## config.mk

```make
export PLATFORM = sky130hd
export DESIGN_NAME = line_presence_supervisor
export DESIGN_NICKNAME = d
export VERILOG_FILES = /design/src/core/step_divider.v /design/src/core/line_presence_supervisor.v
export VERILOG_INCLUDE_DIRS = /design/src /design/src/core
export SDC_FILE = /design/constraint.sdc
export NUM_CORES = 1
export LEC_CHECK = 0
export ABC_CLOCK_PERIOD_IN_PS = 2400
export BUFFER_PORTS_ARGS = -buffer_cell sky130_fd_sc_hd__buf_4
export CAP_MARGIN = 20
export CORE_MARGIN = 1.5
export CORE_UTILIZATION = 35
export CTS_CLUSTER_SIZE = 20
export DETAILED_ROUTE_END_ITERATION = 12
export SETUP_SLACK_MARGIN = 0.1
export SKIP_LAST_GASP = 1
export SYNTH_ARGS = -nofsm -noshare
export SYNTH_HDL_FRONTEND = slang
export SYNTH_SLANG_ARGS = --single-unit
```

## constraint.sdc

```tcl
create_clock -name clk_i -period 2.4 [get_ports clk_i]
set_clock_uncertainty 0.05 [all_clocks]
set_input_delay 0.24 -clock clk_i [delete_from_list [all_inputs] [get_ports clk_i]]
set_output_delay 0.24 -clock clk_i [all_outputs]
set_load 0.05 [all_outputs]
```

## src/core/line_presence_map.vh

```
// Constants for the line presence supervisor: register offsets,
// field positions, reset values and timing figures.
// Assumes a Wishbone classic slave with 32-bit data and byte addresses.
`ifndef LINE_PRESENCE_MAP_VH
`define LINE_PRESENCE_MAP_VH

// Register byte offsets
`define LP_CTRL_ADDR        5'h00
`define LP_STATUS_ADDR      5'h04
`define LP_EVT_ADDR         5'h08
`define LP_EVT_CLR_ADDR     5'h0C
`define LP_EVT_EN_ADDR      5'h10
`define LP_ADDR_W           5

// Control register fields
`define LP_CTRL_OFF_BIT     16
`define LP_CTRL_DLY_W       7
`define LP_CTRL_RST_DLY     7'h1E
`define LP_CTRL_RST_OFF     1'b0
`define LP_DLY_MAX          7'h64

// Status and event bit positions
`define LP_ST_ALARM         0
`define LP_ST_FAULT         1
`define LP_ST_READY         2
`define LP_ST_TIMING        3
`define LP_ST_LINE          4
`define LP_EV_ALARM         0
`define LP_EV_FAULT         1
`define LP_EV_W             2

// Timing: delay steps of 100 ms, clock of 50 MHz
`define LP_STEP_MS          100
`define LP_CLK_KHZ          50000
`define LP_STEP_CYC         (`LP_STEP_MS * `LP_CLK_KHZ)

`endif

```

## src/core/step_divider.v

```verilog
// Tick divider: one-cycle enable pulse every PERIOD clocks.
// Assumes one clock, synchronous active-high reset; clr restarts count.
`timescale 1ns/10ps
module step_divider #(
    parameter PERIOD = 5000000
) (
    input  wire clk_i,
    input  wire rst_i,
    input  wire clr_i,
    output wire tick_o
);
    reg [22:0] cnt_r;

    // Count down, reload at zero
    always @(posedge clk_i) begin
        if (rst_i || clr_i || cnt_r == 23'h00_0000) begin
            cnt_r <= PERIOD[22:0] - 23'h00_0001;
        end else begin
            cnt_r <= cnt_r - 23'h00_0001;
        end
    end

    assign tick_o = (cnt_r == 23'h00_0000) && !clr_i;
endmodule // step_divider

```

## src/core/line_presence_supervisor.v

```verilog
// Line presence supervisor for a medium-voltage motor starter.
// Assumes line_detect_i is an asynchronous pin and start_cmd_i a pin.
// What this block does; falls to the installer
// Delay setting is off or 0 to 10.0 s; reset value 3.0 s.
// Delay setting governs warning, fault and ready outputs together.
// Off: missing line while stopped counts as abnormal.
// Off: missing line asserts the no-line alarm.
// Off: missing line drops the ready condition.
// Off: start while line missing raises the no-line fault.
// Delay set: missing line while stopped gives no alarm, ready stays.
// Delay set: fault if line stays missing for the whole delay.
// Installer assigns a relay to the run function for the contactor.
// Timer starts on start, counts while line missing, stops on line.
//
// The register offsets and the Wishbone slave port were decided locally.
`timescale 1ns/10ps
`include "line_presence_map.vh"
module line_presence_supervisor #(
    parameter STEP_CYC = `LP_STEP_CYC
) (
    input  wire        clk_i,
    input  wire        rst_i,
    input  wire        cyc_i,
    input  wire        stb_i,
    input  wire        we_i,
    input  wire [4:0]  adr_i,
    input  wire [3:0]  sel_i,
    input  wire [31:0] dat_i,
    output reg  [31:0] dat_o,
    output reg         ack_o,
    input  wire        line_detect_i,
    input  wire        start_cmd_i,
    input  wire        fault_reset_i,
    output reg         alarm_o,
    output reg         fault_o,
    output reg         ready_o,
    output reg  [7:0]  no_line_fault_code_o,
    output wire        irq_o
);
    localparam ST_IDLE   = 3'b001;
    localparam ST_TIMING = 3'b010;
    localparam ST_FAULT  = 3'b100;

    reg [1:0]  line_sync_r;
    reg [1:0]  start_sync_r;
    reg [1:0]  frst_sync_r;
    reg        start_d_r;
    reg        dly_off_r;
    reg [6:0]  dly_r;
    reg [6:0]  steps_r;
    reg [2:0]  state_r;
    reg [2:0]  state_nxt;
    reg [1:0]  evt_r;
    reg [1:0]  evt_en_r;
    reg        alarm_d_r;
    wire       line_ok;
    wire       start_pulse;
    wire       tick;
    wire       bus_req;
    wire       wr_ok;
    wire [1:0] evt_set;
    wire [1:0] evt_clr;

    // Two-stage synchronisers for pin inputs
    always @(posedge clk_i) begin
        if (rst_i) begin
            line_sync_r  <= 2'h0;
            start_sync_r <= 2'h0;
            frst_sync_r  <= 2'h0;
            start_d_r    <= 1'b0;
        end else begin
            line_sync_r  <= {line_sync_r[0], line_detect_i};
            start_sync_r <= {start_sync_r[0], start_cmd_i};
            frst_sync_r  <= {frst_sync_r[0], fault_reset_i};
            start_d_r    <= start_sync_r[1];
        end
    end

    assign line_ok     = line_sync_r[1];
    assign start_pulse = start_sync_r[1] && !start_d_r;

    // Bus request decode; one-cycle ack after request
    assign bus_req = cyc_i && stb_i && !ack_o;
    assign wr_ok   = bus_req && we_i;

    always @(posedge clk_i) begin
        if (rst_i) begin
            ack_o <= 1'b0;
        end else begin
            ack_o <= bus_req;
        end
    end

    // Control register: delay in 100 ms steps and off flag
    always @(posedge clk_i) begin
        if (rst_i) begin
            dly_r     <= `LP_CTRL_RST_DLY;
            dly_off_r <= `LP_CTRL_RST_OFF;
        end else if (wr_ok && adr_i == `LP_CTRL_ADDR) begin
            if (sel_i[0]) begin
                // Values above 10.0 s clamp to the limit
                dly_r <= (dat_i[6:0] > `LP_DLY_MAX) ?
                         `LP_DLY_MAX : dat_i[6:0];
            end
            if (sel_i[2]) begin
                dly_off_r <= dat_i[`LP_CTRL_OFF_BIT];
            end
        end
    end

    // Interrupt enable register
    always @(posedge clk_i) begin
        if (rst_i) begin
            evt_en_r <= 2'h0;
        end else if (wr_ok && adr_i == `LP_EVT_EN_ADDR && sel_i[0]) begin
            evt_en_r <= dat_i[1:0];
        end
    end

    // Delay step divider, restarted when timing begins
    step_divider #(
        .PERIOD (STEP_CYC)
    ) u_step (
        .clk_i  (clk_i),
        .rst_i  (rst_i),
        .clr_i  (state_r != ST_TIMING),
        .tick_o (tick)
    );

    // Supervision state machine
    always @* begin
        state_nxt = state_r;
        case (state_r)
            ST_IDLE: begin
                if (start_pulse && !line_ok) begin
                    if (dly_off_r) begin
                        state_nxt = ST_FAULT;
                    end else if (dly_r == 7'h00) begin
                        state_nxt = ST_FAULT;
                    end else begin
                        state_nxt = ST_TIMING;
                    end
                end
            end
            ST_TIMING: begin
                if (line_ok) begin
                    state_nxt = ST_IDLE;
                end else if (tick && steps_r + 7'h01 >= dly_r) begin
                    state_nxt = ST_FAULT;
                end
            end
            ST_FAULT: begin
                if (frst_sync_r[1]) begin
                    state_nxt = ST_IDLE;
                end
            end
            default: state_nxt = ST_IDLE;
        endcase
    end

    // State and elapsed step counter
    always @(posedge clk_i) begin
        if (rst_i) begin
            state_r <= ST_IDLE;
            steps_r <= 7'h00;
        end else begin
            state_r <= state_nxt;
            if (state_r != ST_TIMING) begin
                steps_r <= 7'h00;
            end else if (tick && !line_ok) begin
                steps_r <= steps_r + 7'h01;
            end
        end
    end

    // Outputs, all governed by the delay setting
    always @(posedge clk_i) begin
        if (rst_i) begin
            alarm_o            <= 1'b0;
            fault_o            <= 1'b0;
            ready_o            <= 1'b0;
            no_line_fault_code_o <= 8'h00;
            alarm_d_r          <= 1'b0;
        end else begin
            alarm_o   <= dly_off_r && !line_ok;
            ready_o   <= !(dly_off_r && !line_ok)
                         && state_nxt != ST_FAULT;
            fault_o   <= (state_nxt == ST_FAULT);
            no_line_fault_code_o <= (state_nxt == ST_FAULT) ?
                                    8'h01 : 8'h00;
            alarm_d_r <= alarm_o;
        end
    end

    // Sticky events: set wins over clear
    assign evt_set = {fault_o == 1'b0 && state_nxt == ST_FAULT,
                      alarm_o && !alarm_d_r};
    assign evt_clr = (wr_ok && adr_i == `LP_EVT_CLR_ADDR && sel_i[0]) ?
                     dat_i[1:0] : 2'h0;

    always @(posedge clk_i) begin
        if (rst_i) begin
            evt_r <= 2'h0;
        end else begin
            evt_r <= (evt_r & ~evt_clr) | evt_set;
        end
    end

    assign irq_o = |(evt_r & evt_en_r);

    // Read data mux; unmapped and clear register read zero
    always @(posedge clk_i) begin
        if (rst_i) begin
            dat_o <= 32'h0000_0000;
        end else if (bus_req && !we_i) begin
            case (adr_i)
                `LP_CTRL_ADDR:
                    dat_o <= {15'h0000, dly_off_r, 9'h000, dly_r};
                `LP_STATUS_ADDR:
                    dat_o <= {27'h000_0000, line_ok,
                              state_r == ST_TIMING, ready_o,
                              fault_o, alarm_o};
                `LP_EVT_ADDR:
                    dat_o <= {30'h0000_0000, evt_r};
                `LP_EVT_EN_ADDR:
                    dat_o <= {30'h0000_0000, evt_en_r};
                default:
                    dat_o <= 32'h0000_0000;
            endcase
        end
    end
endmodule // line_presence_supervisor

```

Word-level counts from Yosys, hierarchy flattened
Cells that the tools add are included.

operators by class
  add/sub/neg operators = 2
  $mul = 0
  div/mod/pow operators = 0
  order comparisons = 2
  equal/unequal tests = 10
  shifts and indexed selects = 0
  mux-type cells = 11
  bitwise gates (word level) = 5
  reduce and logical (&&, ||, !) cells = 34

operator list
  cell                                                  count
  case mux 17 bit (4 select lines)                      1
  zero test 23 bit                                      1
  subtractor 23 x 1 -> 23 bit, second input constant    1
  logical AND 1 bit                                     18
  two-way mux 3 bit                                     6
  equality test 5 x 4 -> 1 bit, second input constant   2
  case mux 3 bit (3 select lines)                       1
  adder 7 x 1 -> 7 bit, second input constant           1
  greater-or-equal comparator 7 bit                     1
  greater-than comparator 7 bit, second input constant  1
  zero test 1 bit                                       7
  zero test 7 bit                                       1
  two-way mux 7 bit                                     1
  equality test 3 bit, second input constant            2
  equality test 5 x 3 -> 1 bit, second input constant   1
  equality test 5 bit, second input constant            1
  zero test 5 bit                                       1
  bitwise AND 2 bit                                     2
  AND reduction 2 bit                                   2
  OR reduction 2 bit                                    2
  equality test 3 x 1 -> 1 bit, second input constant   1
  equality test 3 x 2 -> 1 bit, second input constant   1
  != test 3 x 2 -> 1 bit, second input constant         1
  != test 3 bit, second input constant                  1
  6 further kinds                                       7

word-level totals
  bits in registers = 97
  bits in latches = 0
  bits in writable memories = 0
  bits in read-only memories = 0
  input bits = 49
  logic and storage cells = 82
  memories = 0

Longest topological paths before layout
  depth after elaboration = 10
  gate-level depth with buffers = 9
  depth with buffers taken out = 9

Hierarchy
A second synthesis with hierarchy kept.

second synthesis, totals
  cells, all modules = 376
  area, all modules = 3,294.4 sq um

by module, submodules not included
  module                    instances  cells an instance  area an instance (sq um)  seq. area each (sq um)
  line_presence_supervisor  1          257                2,200.9                   840.8
  step_divider              1          119                1,093.5                   460.4

Worst setup path before layout
No wires, ideal clock.

  path type = register to register
  from = register steps_r[0]
  to = register state_r[1]
  library setup time = 0.074 ns
  data arrival time = 1.881 ns
  data required time = 2.276 ns
  slack = 0.395 ns
  cell stages (with the launch flop) = 10
  clock period less this slack = 2.005 ns
  cell sequence = dfxtp_1 > ha_1 > and3_1 > nand3_1 > xnor2_1 > ha_1 > o2111ai_1 > a21oi_1 > or2_2 > a31oi_1

between the ends
  cells in the longest elaborated chain, start to end = 6

ends and longest elaborated chain
  element                            RTL line                        source
  start, declared                    line_presence_supervisor.v:50   reg [6:0] steps_r;
  start signal, assigned             line_presence_supervisor.v:171  steps_r <= steps_r + 7'h01;
  adder 7 x 1 -> 7 bit               line_presence_supervisor.v:148  end else if (tick && steps_r + 7'h01 >= dly_r) begin
  greater-or-equal comparator 7 bit  line_presence_supervisor.v:148
  logical AND 1 bit                  line_presence_supervisor.v:148
  two-way mux 3 bit                  line_presence_supervisor.v:148
  two-way mux 3 bit                  line_presence_supervisor.v:146  if (line_ok) begin
  case mux 3 bit (3 select lines)    line_presence_supervisor.v:133  case (state_r)
  end signal, assigned               line_presence_supervisor.v:167  state_r <= state_nxt;
  end, declared                      line_presence_supervisor.v:51   reg [2:0] state_r;

Every way passes these cells.
A chain may end at the register's enable or synchronous reset.

Worst setup path after layout
Same ends and word-level chain as after synthesis.

==> reports/results.txt <==
Status = finished with violations
Failing checks = design-rule violations
Drt total wl = 6240 um
Top cells by area, synth = dfxtp_1, buf_4, nor2_1
Pwr/cell area = 599 mW/mm^2
Register area share after synthesis = 0.404
Post-DR wirelength/cell = 12.0 um
Die height = 99.0 um
Yosys top cell by area = dfxtp_1
Setup Crit Path Kind = reg2reg
Final Hold Vio Count = 0
Fmax achieved = 466 MHz
YS warnings = 0
Drt pass-1 iters = 10
P&R area growth vs syn = 15.2%
Bufs on Longest Clock Path = 2
R2r setup slk = 0.25 ns
I/O Pins = 94
GRT Residual Overflow = 0
Max cap viols = 0
Starting Density = 0.366
Post-synth EDFFs = 0
Initial antenna violation count = 0
RSZ-0062 raised after global routing = false
Leakage = 1.57 nW
Share of cells above drive strength 1 = 0.173
CTS H-tree depth = 3
Hpwl dp = 4610 um
Hold_ws = 0.0637 ns
Worst endpoint required time = 2.61 ns
Die Area = 0.00980 mm^2
Vias in the first global route = 2372
Largest net degree at the start of global routing = 38
CTS tree = yes
First-pass GRT wire length = 10800 um
CTS root buf = clkbuf_8
Post-synthesis register bit count = 65
Most numerous cell in the Yosys netlist = dfxtp_1
Cell Rows = 34
Fin area = 0.00371 mm^2
Tot Pwr = 2.23 mW
Placed cell areas = 0.00350 mm^2
Headroom to the max-slew limit = 0.649
CTS sink count = 65
Synth cell count leaders = dfxtp_1, nor2_1, buf_4
Nets = 465
Max IR drop VDD = 0.000270 V
Drt drc = 10
DR vias = 2475
Critical path data arrival time = 2.36 ns
Final min period = 2.15 ns
GRT Total Usage = 0.138
Setup violators final = 0
Mapped Cells = 365
Vias/cell = 4.78
Slew Viols, Final = 0
Final core occ = 0.422
Fill count = 887
Worst-path clk slew = 0.07 ns
TNS Setup = 0 ns
Least-Margin Pin Slew = 0.526 ns
Setup Buffers After CTS = 0
Count of port buffers added during placement = 36
Die width = 99.0 um
Drt initial violations = 68
Worst setup SP type = register
Crit path capture type = register
Clock Latency Late Sink = 0.33 ns
Unique masters post-synth = 55
Yosys top cell area share = 0.404
GPL Wtd Cong = 0.814
Syn Area/Cell = 8.83 um^2
Critical-path maximum fanout = 4
TritonCTS Buffers = 9
Mapped cell area = 0.00322 mm^2
Antenna-violating nets left = 0
Ys async rst share = 0
Main synth FF type = dfxtp_1
Tcrit/Tclk final = 0.894
Core area = 0.00881 mm^2
HP Class = in2reg
Diodes inserted = 0
## registers in the layout, indices dropped and copies added (netlist names), 2 cells and up
register / count
dat_o: 8
dly_r: 7
evt_en_r: 2
evt_r: 2
frst_sync_r: 2
line_sync_r: 2
start_sync_r: 2
state_r: 3
steps_r: 7
u_step.cnt_r: 23
## final cells by class
type / count / area [um^2] / share of cell area
clock inverters: 3 / 40.0 / 0.0108
well taps: 108 / 135 / 0.0364
clock buffers: 12 / 155 / 0.0418
inverters: 10 / 37.5 / 0.0101
repair buffers: 43 / 323 / 0.0869
flip-flops and latches: 65 / 1300 / 0.351
multi-input cells: 277 / 1720 / 0.463
## metrics by stage
step | cells | worst slack (ns)
2_1_floorplan | 395 | 0.395
5_1_grt | 518 | 0.113
3_3_place_gp | 503 | 0.105
6_report | 518 | 0.254
3_5_place_dp | 503 | 0.0172
4_1_cts | 518 | 0.101
## timing repair
item,in CTS,in global routing
setup endpoints to repair,13,5
hold buffers,0,0
gates resized for setup,1,5
endpoints found under the hold margin,0,0
## layout by cell type, fill, tap and decap left out, drive strengths merged, types with 2 or more instances in the layout
cell / n
buf: 43
or4: 3
ha: 10
nor2: 49
inv: 10
nor4: 6
a21o: 4
and4b: 3
o21ai: 11
clkinv: 2
a221oi: 2
nand2b: 3
a21oi: 10
nand4: 8
or3: 6
nand2: 27
or2: 4
nand3b: 2
nand3: 8
clkbuf: 12
nor3: 11
a22oi: 7
and3: 4
o31ai: 2
mux2i: 8
xor2: 17
dfxtp: 65
nor2b: 12
a211o: 2
nor4b: 2
xnor2: 11
conb: 31
## layer usage
metal  share of wire  up-vias  track usage
li1                -     1274            -
met2            0.43       57        0.219
met4           0.013        0       0.0462
met3           0.053        8       0.0454
met5               0        -            0
met1            0.50     1136        0.177
## worst max-delay path, cell delays in order (launching register included)
cell,delay (ns)
dfxtp_2,0.37
ha_2,0.22
and3_4,0.21
nand3_1,0.12
xnor2_1,0.15
ha_1,0.29
o2111ai_1,0.10
a21oi_1,0.08
or2_2,0.33
a31oi_1,0.15
## power breakdown
part	leakage (nW)	total (mW)	switching, mW	internal (mW)
Clock	0.102	0.929	0.401	0.528
Combinational	0.940	0.205	0.159	0.0451
Sequential	0.527	1.09	0.00528	1.09
## cells by family after synthesis
family          Yosys count  share of synthesized area
simple gates            154                      0.257
other cells               1                    0.00116
mux                       9                     0.0283
fa+ha+maj                10                     0.0388
xor+xnor                 28                     0.0761
buf+inv                  53                      0.102
flops                    65                      0.404
compound gates           45                     0.0927
## final timing paths
kind                           to  cells after the start       startpoint
setup / recovery       state_r[1]                      9       steps_r[0]
hold / removal    start_sync_r[0]                      2      start_cmd_i
setup reg to reg       state_r[1]                      9       steps_r[0]
hold reg to reg   u_step.cnt_r[0]                      1  u_step.cnt_r[0]
Note: power is estimated with default switching activity, not from simulation.
